### src/hw/ufid_pkg.sv
package ufid_pkg;

  // ==========================================================================
  // Queue geometry
  localparam int unsigned TX_WIDTH     = 8;
  localparam int unsigned RX_WIDTH     = 12;
  localparam int unsigned QUEUE_DEPTH  = 32;
  localparam int unsigned ERR_WIDTH    = 4;

  // ==========================================================================
  // Register map, byte addresses on the 12-bit APB address
  localparam int unsigned   ADDR_WIDTH  = 12;
  localparam logic [11:0]   OFS_DATA    = 12'h000;
  localparam logic [11:0]   OFS_FLAG    = 12'h018;
  localparam logic [11:0]   OFS_ILPR    = 12'h020;
  localparam logic [11:0]   OFS_CTRL    = 12'h030;

  // ==========================================================================
  // Field positions
  localparam int unsigned FLAG_CTS_BIT  = 0;
  localparam int unsigned FLAG_RXFE_BIT = 4;
  localparam int unsigned FLAG_TXFF_BIT = 5;
  localparam int unsigned FLAG_RXFF_BIT = 6;
  localparam int unsigned FLAG_TXFE_BIT = 7;
  localparam int unsigned CTRL_FEN_BIT  = 0;
  localparam int unsigned CTRL_LPS_BIT  = 1;
  localparam int unsigned DIV_WIDTH     = 8;

  // ==========================================================================
  // Reset values
  localparam logic [7:0] DIV_RESET      = 8'h00;
  localparam logic       FEN_RESET      = 1'b0;
  localparam logic       LPS_RESET      = 1'b0;

  typedef struct packed {
    logic [3:0] err;
    logic [7:0] data;
  } ufid_rx_entry_t;

endpackage

### src/hw/ufid_fifo.sv
`timescale 1ns/1ps
module ufid_fifo
  import ufid_pkg::*;
#(
  parameter int unsigned WIDTH = TX_WIDTH,
  parameter int unsigned DEPTH = QUEUE_DEPTH
) (
  input  wire logic                       i_clk,
  input  wire logic                       i_rst,
  input  wire logic                       i_fen,
  input  wire logic                       i_in_valid,
  output logic                            o_in_ready,
  input  wire logic [WIDTH-1:0]           i_in_data,
  output logic                            o_out_valid,
  input  wire logic                       i_out_ready,
  output logic [WIDTH-1:0]                o_out_data,
  output logic [$clog2(DEPTH+1)-1:0]      o_count
);
  localparam int unsigned PW = $clog2(DEPTH);
  localparam int unsigned CW = $clog2(DEPTH+1);
  localparam logic [CW-1:0] CAP_FULL = CW'(DEPTH);
  localparam logic [CW-1:0] CAP_ONE  = CW'(1);

  if (DEPTH < 2 || (1 << PW) != DEPTH) begin : g_chk
    $error("ufid_fifo: DEPTH must be a power of two of at least 2");
  end

  logic [WIDTH-1:0] mem_q [DEPTH];
  logic [PW-1:0]    wr_q;
  logic [PW-1:0]    rd_q;
  logic [CW-1:0]    count_q;
  logic [CW-1:0]    cap;
  logic             push;
  logic             pop;

  // ==========================================================================
  // With queueing off the same storage is capped at one entry, so it acts as
  // a holding register without a second data path.
  assign cap         = i_fen ? CAP_FULL : CAP_ONE;
  assign o_in_ready  = count_q < cap;
  assign o_out_valid = count_q != '0;
  assign push        = i_in_valid && o_in_ready;
  assign pop         = o_out_valid && i_out_ready;
  assign o_out_data  = mem_q[rd_q];
  assign o_count     = count_q;

  always_ff @(posedge i_clk) begin
    if (push) begin
      mem_q[wr_q] <= i_in_data;
    end
  end

  always_ff @(posedge i_clk or posedge i_rst) begin
    if (i_rst) begin
      wr_q    <= '0;
      rd_q    <= '0;
      count_q <= '0;
    end else begin
      if (push) begin
        wr_q <= wr_q + PW'(1);
      end
      if (pop) begin
        rd_q <= rd_q + PW'(1);
      end
      count_q <= count_q + CW'(push) - CW'(pop);
    end
  end
endmodule // ufid_fifo

### src/hw/ufid_skid.sv
`timescale 1ns/1ps
module ufid_skid
  import ufid_pkg::*;
#(
  parameter int unsigned WIDTH = TX_WIDTH
) (
  input  wire logic             i_clk,
  input  wire logic             i_rst,
  input  wire logic             i_in_valid,
  output logic                  o_in_ready,
  input  wire logic [WIDTH-1:0] i_in_data,
  output logic                  o_out_valid,
  input  wire logic             i_out_ready,
  output logic [WIDTH-1:0]      o_out_data
);
  if (WIDTH < 1) begin : g_chk
    $error("ufid_skid: WIDTH must be at least 1");
  end

  logic [WIDTH-1:0] head_q;
  logic [WIDTH-1:0] tail_q;
  logic [1:0]       cnt_q;
  logic             push;
  logic             pop;

  // ==========================================================================
  // The second slot catches the word in flight when the receiver stalls.
  assign o_in_ready  = cnt_q != 2'h2;
  assign o_out_valid = cnt_q != 2'h0;
  assign o_out_data  = head_q;
  assign push        = i_in_valid && o_in_ready;
  assign pop         = o_out_valid && i_out_ready;

  always_ff @(posedge i_clk or posedge i_rst) begin
    if (i_rst) begin
      head_q <= '0;
      tail_q <= '0;
      cnt_q  <= 2'h0;
    end else begin
      case ({push, pop})
        2'b10: begin
          if (cnt_q == 2'h0) begin
            head_q <= i_in_data;
          end else begin
            tail_q <= i_in_data;
          end
          cnt_q <= cnt_q + 2'h1;
        end
        2'b01: begin
          head_q <= tail_q;
          cnt_q  <= cnt_q - 2'h1;
        end
        2'b11: begin
          if (cnt_q == 2'h1) begin
            head_q <= i_in_data;
          end else begin
            head_q <= tail_q;
            tail_q <= i_in_data;
          end
        end
        default: begin
        end
      endcase
    end
  end
endmodule // ufid_skid

### src/hw/ufid_top.sv
// Notes on behaviour
// - Flag bit 0 reads 1 while the clear-to-send input is low and cannot be written.
// - The transmit queue keeps up to 32 bytes of 8 bits in arrival order.
// - Bytes written to the data register while the transmit queue has room stay queued until the transmit logic takes them.
// - With queueing off the transmit path holds three bytes: one in the queue and two in the staging slots.
// - The receive queue keeps up to 32 entries of 12 bits in arrival order.
// - Each received character and its error bits form one entry kept until software reads it.
// - With queueing off the receive path holds a single entry.
// - The low-power divisor register holds 8 writable bits and reads zero above them.
// - The low-power pulse reference runs at the reference clock rate divided by the divisor.
// - Reset clears the low-power divisor to zero.
`timescale 1ns/1ps
module ufid_top
  import ufid_pkg::*;
#(
  parameter int unsigned DEPTH = QUEUE_DEPTH
) (
  input  wire logic                  i_clk,
  input  wire logic                  i_rst,
  input  wire logic                  i_psel,
  input  wire logic                  i_penable,
  input  wire logic                  i_pwrite,
  input  wire logic [ADDR_WIDTH-1:0] i_paddr,
  input  wire logic [31:0]           i_pwdata,
  output logic [31:0]                o_prdata,
  output logic                       o_pready,
  output logic                       o_pslverr,
  input  wire logic                  i_cts_n,
  output logic                       o_tx_valid,
  input  wire logic                  i_tx_ready,
  output logic [TX_WIDTH-1:0]        o_tx_byte,
  input  wire logic                  i_rx_valid,
  output logic                       o_rx_ready,
  input  wire ufid_rx_entry_t        i_rx_entry,
  output logic                       o_ir_low_power_pulse_clock
);
  localparam int unsigned CW = $clog2(DEPTH+1);
  localparam logic [CW-1:0] CNT_ONE   = CW'(1);
  localparam logic [CW-1:0] CNT_DEPTH = CW'(DEPTH);

  if (DEPTH < 2) begin : g_chk
    $error("ufid_top: DEPTH must be at least 2");
  end

  // ==========================================================================
  // APB decode
  logic           setup;
  logic           access;
  logic           wr_data;
  logic           wr_ilpr;
  logic           wr_ctrl;
  logic           rd_data;
  logic           mapped;
  logic [31:0]    rdata;
  logic [31:0]    prdata_q;
  logic           rx_seen_q;
  logic           fen_q;
  logic           lps_q;
  logic [7:0]     div_q;

  assign setup    = i_psel && !i_penable;
  assign access   = i_psel && i_penable;
  assign mapped   = (i_paddr == OFS_DATA) || (i_paddr == OFS_FLAG) ||
                    (i_paddr == OFS_ILPR) || (i_paddr == OFS_CTRL);
  assign wr_data  = access && i_pwrite && (i_paddr == OFS_DATA);
  assign wr_ilpr  = access && i_pwrite && (i_paddr == OFS_ILPR);
  assign wr_ctrl  = access && i_pwrite && (i_paddr == OFS_CTRL);
  // A pop only happens if the entry shown in the read data was really there.
  assign rd_data  = access && !i_pwrite && (i_paddr == OFS_DATA) && rx_seen_q;
  assign o_pready  = 1'b1;
  assign o_pslverr = access && !mapped;
  assign o_prdata  = prdata_q;

  // ==========================================================================
  // Queues
  logic           tx_in_ready;
  logic           tx_q_valid;
  logic [7:0]     tx_q_byte;
  logic           sk_in_ready;
  logic [CW-1:0]  tx_count;
  logic [CW-1:0]  rx_count;
  logic           rx_valid;
  ufid_rx_entry_t rx_head;

  ufid_fifo #(.WIDTH(TX_WIDTH), .DEPTH(DEPTH)) u_txq (
    .i_clk       (i_clk),
    .i_rst       (i_rst),
    .i_fen       (fen_q),
    .i_in_valid  (wr_data),
    .o_in_ready  (tx_in_ready),
    .i_in_data   (i_pwdata[TX_WIDTH-1:0]),
    .o_out_valid (tx_q_valid),
    .i_out_ready (sk_in_ready),
    .o_out_data  (tx_q_byte),
    .o_count     (tx_count)
  );

  // Staging the head byte lets the transmit logic stall without losing it.
  ufid_skid #(.WIDTH(TX_WIDTH)) u_txsk (
    .i_clk       (i_clk),
    .i_rst       (i_rst),
    .i_in_valid  (tx_q_valid),
    .o_in_ready  (sk_in_ready),
    .i_in_data   (tx_q_byte),
    .o_out_valid (o_tx_valid),
    .i_out_ready (i_tx_ready),
    .o_out_data  (o_tx_byte)
  );

  ufid_fifo #(.WIDTH(RX_WIDTH), .DEPTH(DEPTH)) u_rxq (
    .i_clk       (i_clk),
    .i_rst       (i_rst),
    .i_fen       (fen_q),
    .i_in_valid  (i_rx_valid),
    .o_in_ready  (o_rx_ready),
    .i_in_data   (i_rx_entry),
    .o_out_valid (rx_valid),
    .i_out_ready (rd_data),
    .o_out_data  (rx_head),
    .o_count     (rx_count)
  );

  // ==========================================================================
  // Registers
  always_ff @(posedge i_clk or posedge i_rst) begin
    if (i_rst) begin
      div_q <= DIV_RESET;
    end else if (wr_ilpr) begin
      div_q <= i_pwdata[DIV_WIDTH-1:0];
    end
  end

  // Neither a zero divisor nor setting the select bit first is trapped here;
  // a zero divisor simply keeps the pulse reference quiet.
  always_ff @(posedge i_clk or posedge i_rst) begin
    if (i_rst) begin
      fen_q <= FEN_RESET;
      lps_q <= LPS_RESET;
    end else if (wr_ctrl) begin
      fen_q <= i_pwdata[CTRL_FEN_BIT];
      lps_q <= i_pwdata[CTRL_LPS_BIT];
    end
  end

  always_comb begin
    rdata = 32'h0000_0000;
    case (i_paddr)
      OFS_DATA: begin
        if (rx_valid) begin
          rdata[RX_WIDTH-1:0] = {rx_head.err, rx_head.data};
        end
      end
      OFS_FLAG: begin
        rdata[FLAG_CTS_BIT]  = !i_cts_n;
        rdata[FLAG_RXFE_BIT] = !rx_valid;
        rdata[FLAG_TXFF_BIT] = !tx_in_ready;
        rdata[FLAG_RXFF_BIT] = !o_rx_ready;
        rdata[FLAG_TXFE_BIT] = !tx_q_valid;
      end
      OFS_ILPR: begin
        rdata[DIV_WIDTH-1:0] = div_q;
      end
      OFS_CTRL: begin
        rdata[CTRL_FEN_BIT] = fen_q;
        rdata[CTRL_LPS_BIT] = lps_q;
      end
      default: begin
        rdata = 32'h0000_0000;
      end
    endcase
  end

  // Read data is caught in the setup phase so it comes from a flip-flop.
  always_ff @(posedge i_clk or posedge i_rst) begin
    if (i_rst) begin
      prdata_q  <= 32'h0000_0000;
      rx_seen_q <= 1'b0;
    end else if (setup && !i_pwrite) begin
      prdata_q  <= rdata;
      rx_seen_q <= rx_valid;
    end
  end

  // ==========================================================================
  // Low-power pulse reference
  logic       lp_run;
  logic [7:0] lp_cnt_q;
  logic       lp_pulse_q;

  assign lp_run = lps_q && (div_q != DIV_RESET);
  assign o_ir_low_power_pulse_clock = lp_pulse_q;

  always_ff @(posedge i_clk or posedge i_rst) begin
    if (i_rst) begin
      lp_cnt_q   <= 8'h00;
      lp_pulse_q <= 1'b0;
    end else if (!lp_run) begin
      lp_cnt_q   <= 8'h00;
      lp_pulse_q <= 1'b0;
    end else if (lp_cnt_q == 8'h00) begin
      lp_cnt_q   <= div_q - 8'h01;
      lp_pulse_q <= 1'b1;
    end else begin
      lp_cnt_q   <= lp_cnt_q - 8'h01;
      lp_pulse_q <= 1'b0;
    end
  end

  // ==========================================================================
  // Checks
  logic [8:0] gap_q;
  logic [7:0] per_div_q;
  logic [7:0] prev_div_q;
  logic       seen_q;

  always_ff @(posedge i_clk or posedge i_rst) begin
    if (i_rst) begin
      gap_q      <= 9'h000;
      per_div_q  <= 8'h00;
      prev_div_q <= 8'h00;
      seen_q     <= 1'b0;
    end else begin
      gap_q <= lp_pulse_q ? 9'h001 : ((gap_q == 9'h1ff) ? gap_q : gap_q + 9'h001);
      // A period is only measured once a pulse of the current run has gone by,
      // so the first pulse after the select bit is set is never judged.
      seen_q <= lp_run && (seen_q || lp_pulse_q);
      if (lp_run && lp_cnt_q == 8'h00) begin
        per_div_q  <= div_q;
        prev_div_q <= per_div_q;
      end
    end
  end
endmodule // ufid_top

### config.mk
export PLATFORM = sky130hd
export DESIGN_NAME = ufid_top
export DESIGN_NICKNAME = d
export VERILOG_FILES = /design/src/hw/ufid_pkg.sv /design/src/hw/ufid_fifo.sv /design/src/hw/ufid_skid.sv /design/src/hw/ufid_top.sv
export SDC_FILE = /design/constraint.sdc
export NUM_CORES = 1
export LEC_CHECK = 0
export BUFFER_PORTS_ARGS = -buffer_cell sky130_fd_sc_hd__buf_2
export CAP_MARGIN = 20
export CORE_UTILIZATION = 55
export CTS_BUF_LIST = sky130_fd_sc_hd__clkbuf_4
export DETAILED_ROUTE_END_ITERATION = 10
export PLACE_DENSITY = 0.71
export SLEW_MARGIN = 10
export SYNTH_ARGS = -nofsm -noshare
export SYNTH_HDL_FRONTEND = slang
export SYNTH_HIERARCHICAL = 1
export SYNTH_SLANG_ARGS = --single-unit
### constraint.sdc
create_clock -name i_clk -period 3.2 [get_ports i_clk]
set_clock_uncertainty 0.1 [all_clocks]
set_input_delay 0.16 -clock i_clk [delete_from_list [all_inputs] [get_ports i_clk]]
set_output_delay 0.16 -clock i_clk [all_outputs]
set_load 0.01 [all_outputs]
==> flow_metrics.tcl <==
set metrics [dict create \
    areaGrowthSynthToFinish_pct 15.6 \
    first_iter_violations 1318 \
    switchingPower_mw 6.51 \
    die_area_mm2 0.0542 \
    ctsHtreeMaxLevel 4 \
    cp_max_fo 7 \
    clock_tree.buffer_depth 3 \
    worst_pin_slew_ps 820 \
    final_nets 2036 \
    ys_async_rst_share 0.114 \
    max_cap_viol_count 0 \
    cts_tree "yes" \
    insertion_delay_ps 1010 \
    timing.max_slew.rel_slack 0.453 \
    hold_class "in -> reg" \
    global_route.peak_usage_layer "met2" \
    critical_path_required_ps 3970 \
    final_min_period_over_clock_period 0.963 \
    finalWirelength_um 63000 \
    gr_met1_demand_resource 0.308 \
    global_route_wire_length_before_repair_um 95100 \
    maxClockFrequency_ghz 0.325 \
    endpoint_kind "register" \
    global_route.usage.met2 0.398 \
    worst-setup-path-type "reg -> reg" \
    failed_checks "hold timing" \
    setup_viol 0 \
    die_x_um 233 \
    timing.final.crit_period_ps 3080 \
    grt.overflow.total 0 \
    clock_power_share 0.333 \
    coreArea_mm2 0.0527 \
    timing.critical_path.from_type "register" \
    total_iterations_of_the_first_detailed_routing_run 5 \
    via_count 16177 \
    hold_path_cells 9 \
    vias_in_the_first_global_route 16650 \
    syn_avg_cell_area_um2 18.3 \
    ioPinCount 109 \
    clock_tree.root_cell "sky130_fd_sc_hd__clkbuf_4" \
    synth_top_flop_cell "sky130_fd_sc_hd__edfxtp_1" \
    total_power_mw 23.4 \
    rsz0062_at_grt "false" \
    outcome "finished, violations left" \
    fin_tns_setup_ps 0 \
    synth_seq_cells 722 \
    switching_share 0.279 \
    max_vdd_drop_mv 0.415 \
    synth_edf_count 640 \
    antenna_violating_nets_post_route 0 \
    syn-instance-count 1604 \
    synth.lib_cells_used.distinct 67 \
    clock-sinks 722 \
    gp_congestion 0.801 \
    met3_track_demand_over_resource_in_global_routing 0.0549 \
    die_height_um 233 \
    largest_net_degree_at_the_start_of_global_routing 60 \
    maxSlewViolCount 0 \
    cellLeakagePower_nw 11.7 \
    critical_path_arrival_ps 3860 \
    groute.usage.overall 0.240 \
    syn_area_mm2 0.0293 \
    power_density_mw_per_mm2 690 \
    cts.reportedPaths.clkPinSlew_ps 70 \
    antenna_found_initial 2 \
    synthesis.yosys.warnings 6 \
    place_hpwl_um 38100 \
    numPortBuffers 63 \
    comb_power_share 0.192 \
    vias_per_cell 5.82 \
    sequential_to_total_area_share_from_yosys_stat 0.726 \
    power_frac_seq 0.475 \
    drt_drc_violations_left 0 \
    row_count 84 \
    timing_hold_violations_final 1 \
    drive_gt1_frac 0.300 \
    r2r_cells 8 \
    cts_buffers 178 \
    p_int_mw 16.9 \
    holdWs_ps -4.18 \
    wire_per_inst_um 22.7 \
    initial_core_util 0.557 \
]
## metal layers
| layer | vias to the layer above | wire, um |
|---|---|---|
| li1 | 7262 | - |
| met1 | 8249 | 25400 |
| met2 | 569 | 32300 |
| met3 | 97 | 3740 |
| met4 | 0 | 1570 |
| met5 | - | 0 |
## path summary, 6_finish.rpt
kind | start | endpoint | slack [ps]
max | u_rxq/rd_q[0] | o_prdata[0] | 120
max reg2reg | u_rxq/rd_q[0] | o_prdata[0] | 120
min reg2reg | o_prdata[1] | o_prdata[1] | 400
min | i_paddr[2] | u_txq/wr_q[0] | -4
min in group asynchronous | i_rst | u_txsk/tail_q[4] | 340
max in group asynchronous | i_rst | lp_cnt_q[4] | 1930
## flip-flops by register name, summed over array words and instances, names as in the netlist, 6 cells and up
name / flops
u_rxq/mem_q: 384
u_txq/mem_q: 256
o_prdata: 12
div_q: 8
lp_cnt_q: 8
u_txsk/o_out_data: 8
u_txsk/tail_q: 8
u_rxq/o_count: 6
u_txq/o_count: 6
## worst max-delay path, stage by stage (launching register included)
cell and delay, ps:
sky130_fd_sc_hd__dfrtp_4 520, sky130_fd_sc_hd__mux4_2 520, sky130_fd_sc_hd__a22o_1 250, sky130_fd_sc_hd__a2111oi_1 560
sky130_fd_sc_hd__a21oi_1 190, sky130_fd_sc_hd__nor4bb_1 200, sky130_fd_sc_hd__a311oi_1 290, sky130_fd_sc_hd__o32ai_1 120
sky130_fd_sc_hd__a22o_1 190
## repair_timing
item | CTS | global route
buffers inserted | 0 | 0
hold buffers | 46 | 4
resized for setup | 0 | 11
hold endpoints to repair | 782 | 3
setup endpoints to repair | 0 | 8
## logic make-up (layout without fill, tap and decap cells)
logic type | count (synthesis) | count (layout) | synth area share
buf+inv | 146 | 607 | 0.0252
compound gates | 235 | 235 | 0.0579
fa+ha+maj | 41 | 41 | 0.0180
mux | 218 | 218 | 0.127
other cells | 2 | 29 | 0.000256
flops | 722 | 722 | 0.726
simple gates | 214 | 214 | 0.0378
xor+xnor | 26 | 26 | 0.00777
## area by class of cell
class | instances | area (um^2)
clock buffer | 258 | 1940
fill | 3635 | 18800
timing repair buffer | 230 | 1760
tap | 688 | 861
multi-input combinational | 755 | 7410
sequential | 722 | 21300
antenna | 8 | 20.0
inverter | 44 | 165
clock inverter | 75 | 450
## power groups by stage
stage | Sequential, mW | Combinational (mW) | Clock, mW
floorplan | 11.0 | 3.26 | 0
global placement | 11.3 | 4.29 | 0
detailed placement | 11.3 | 4.43 | 0
CTS | 11.1 | 4.48 | 7.98
global route | 11.2 | 4.86 | 8.51
finish | 11.1 | 4.49 | 7.79
## layout by cell type (no fill, tap or decap), types with 43 or more instances in the layout
| cell | instances |
|---|---|
| sky130_fd_sc_hd__dlygate4sd3_1 | 48 |
| sky130_fd_sc_hd__clkinv_1 | 52 |
| sky130_fd_sc_hd__inv_1 | 43 |
| sky130_fd_sc_hd__edfxtp_1 | 640 |
| sky130_fd_sc_hd__buf_4 | 112 |
| sky130_fd_sc_hd__a21oi_1 | 52 |
| sky130_fd_sc_hd__buf_2 | 63 |
| sky130_fd_sc_hd__mux2i_1 | 76 |
| sky130_fd_sc_hd__nor2_1 | 88 |
| sky130_fd_sc_hd__dfrtp_1 | 78 |
| sky130_fd_sc_hd__mux4_2 | 122 |
| sky130_fd_sc_hd__clkbuf_4 | 258 |
## synth_stat cells (6+ instances only)
master / number / area (um^2)
sky130_fd_sc_hd__nor2_1: 88 / 330
sky130_fd_sc_hd__dfrtp_1: 82 / 2050
sky130_fd_sc_hd__a2111oi_0: 18 / 158
sky130_fd_sc_hd__a21oi_1: 53 / 265
sky130_fd_sc_hd__edfxtp_1: 640 / 19200
sky130_fd_sc_hd__a31oi_1: 12 / 75.1
sky130_fd_sc_hd__a22oi_1: 26 / 195
sky130_fd_sc_hd__mux2i_1: 76 / 761
sky130_fd_sc_hd__buf_2: 22 / 110
sky130_fd_sc_hd__o21ai_0: 21 / 105
sky130_fd_sc_hd__ha_1: 39 / 488
sky130_fd_sc_hd__a22o_1: 24 / 210
sky130_fd_sc_hd__inv_1: 43 / 161
sky130_fd_sc_hd__nand3b_1: 12 / 90.1
sky130_fd_sc_hd__buf_6: 7 / 78.8
sky130_fd_sc_hd__o22ai_1: 18 / 113
sky130_fd_sc_hd__buf_1: 9 / 33.8
sky130_fd_sc_hd__clkbuf_1: 34 / 128
sky130_fd_sc_hd__mux2_2: 20 / 225
sky130_fd_sc_hd__nand2_1: 25 / 93.8
sky130_fd_sc_hd__nand3_1: 9 / 45.0
sky130_fd_sc_hd__or3_1: 6 / 37.5
sky130_fd_sc_hd__nor2b_1: 9 / 56.3
sky130_fd_sc_hd__o221ai_1: 25 / 219
sky130_fd_sc_hd__o211ai_1: 8 / 60.1
sky130_fd_sc_hd__nand4_1: 11 / 68.8
sky130_fd_sc_hd__xor2_1: 8 / 70.1
sky130_fd_sc_hd__buf_4: 29 / 218
sky130_fd_sc_hd__mux4_2: 122 / 2750
sky130_fd_sc_hd__nor3_1: 13 / 65.1
sky130_fd_sc_hd__xnor2_1: 18 / 158
sky130_fd_sc_hd__nor4_1: 8 / 50.1
## stage by stage
| stage | instance area (um^2) | utilization | setup WS [ps] | instances |
|---|---|---|---|---|
| after floorplan | 29400 | - | 105 | 1623 |
| after global placement | 30900 | 0.588 | 46.5 | 2390 |
| after detailed placement | 30900 | 0.588 | 46.6 | 2390 |
| after CTS | 33800 | 0.642 | 36.3 | 2769 |
| after global routing | 33900 | 0.644 | 10.7 | 2780 |
| final | 33900 | 0.644 | 119 | 2780 |
(Power assumes the default switching activity.)
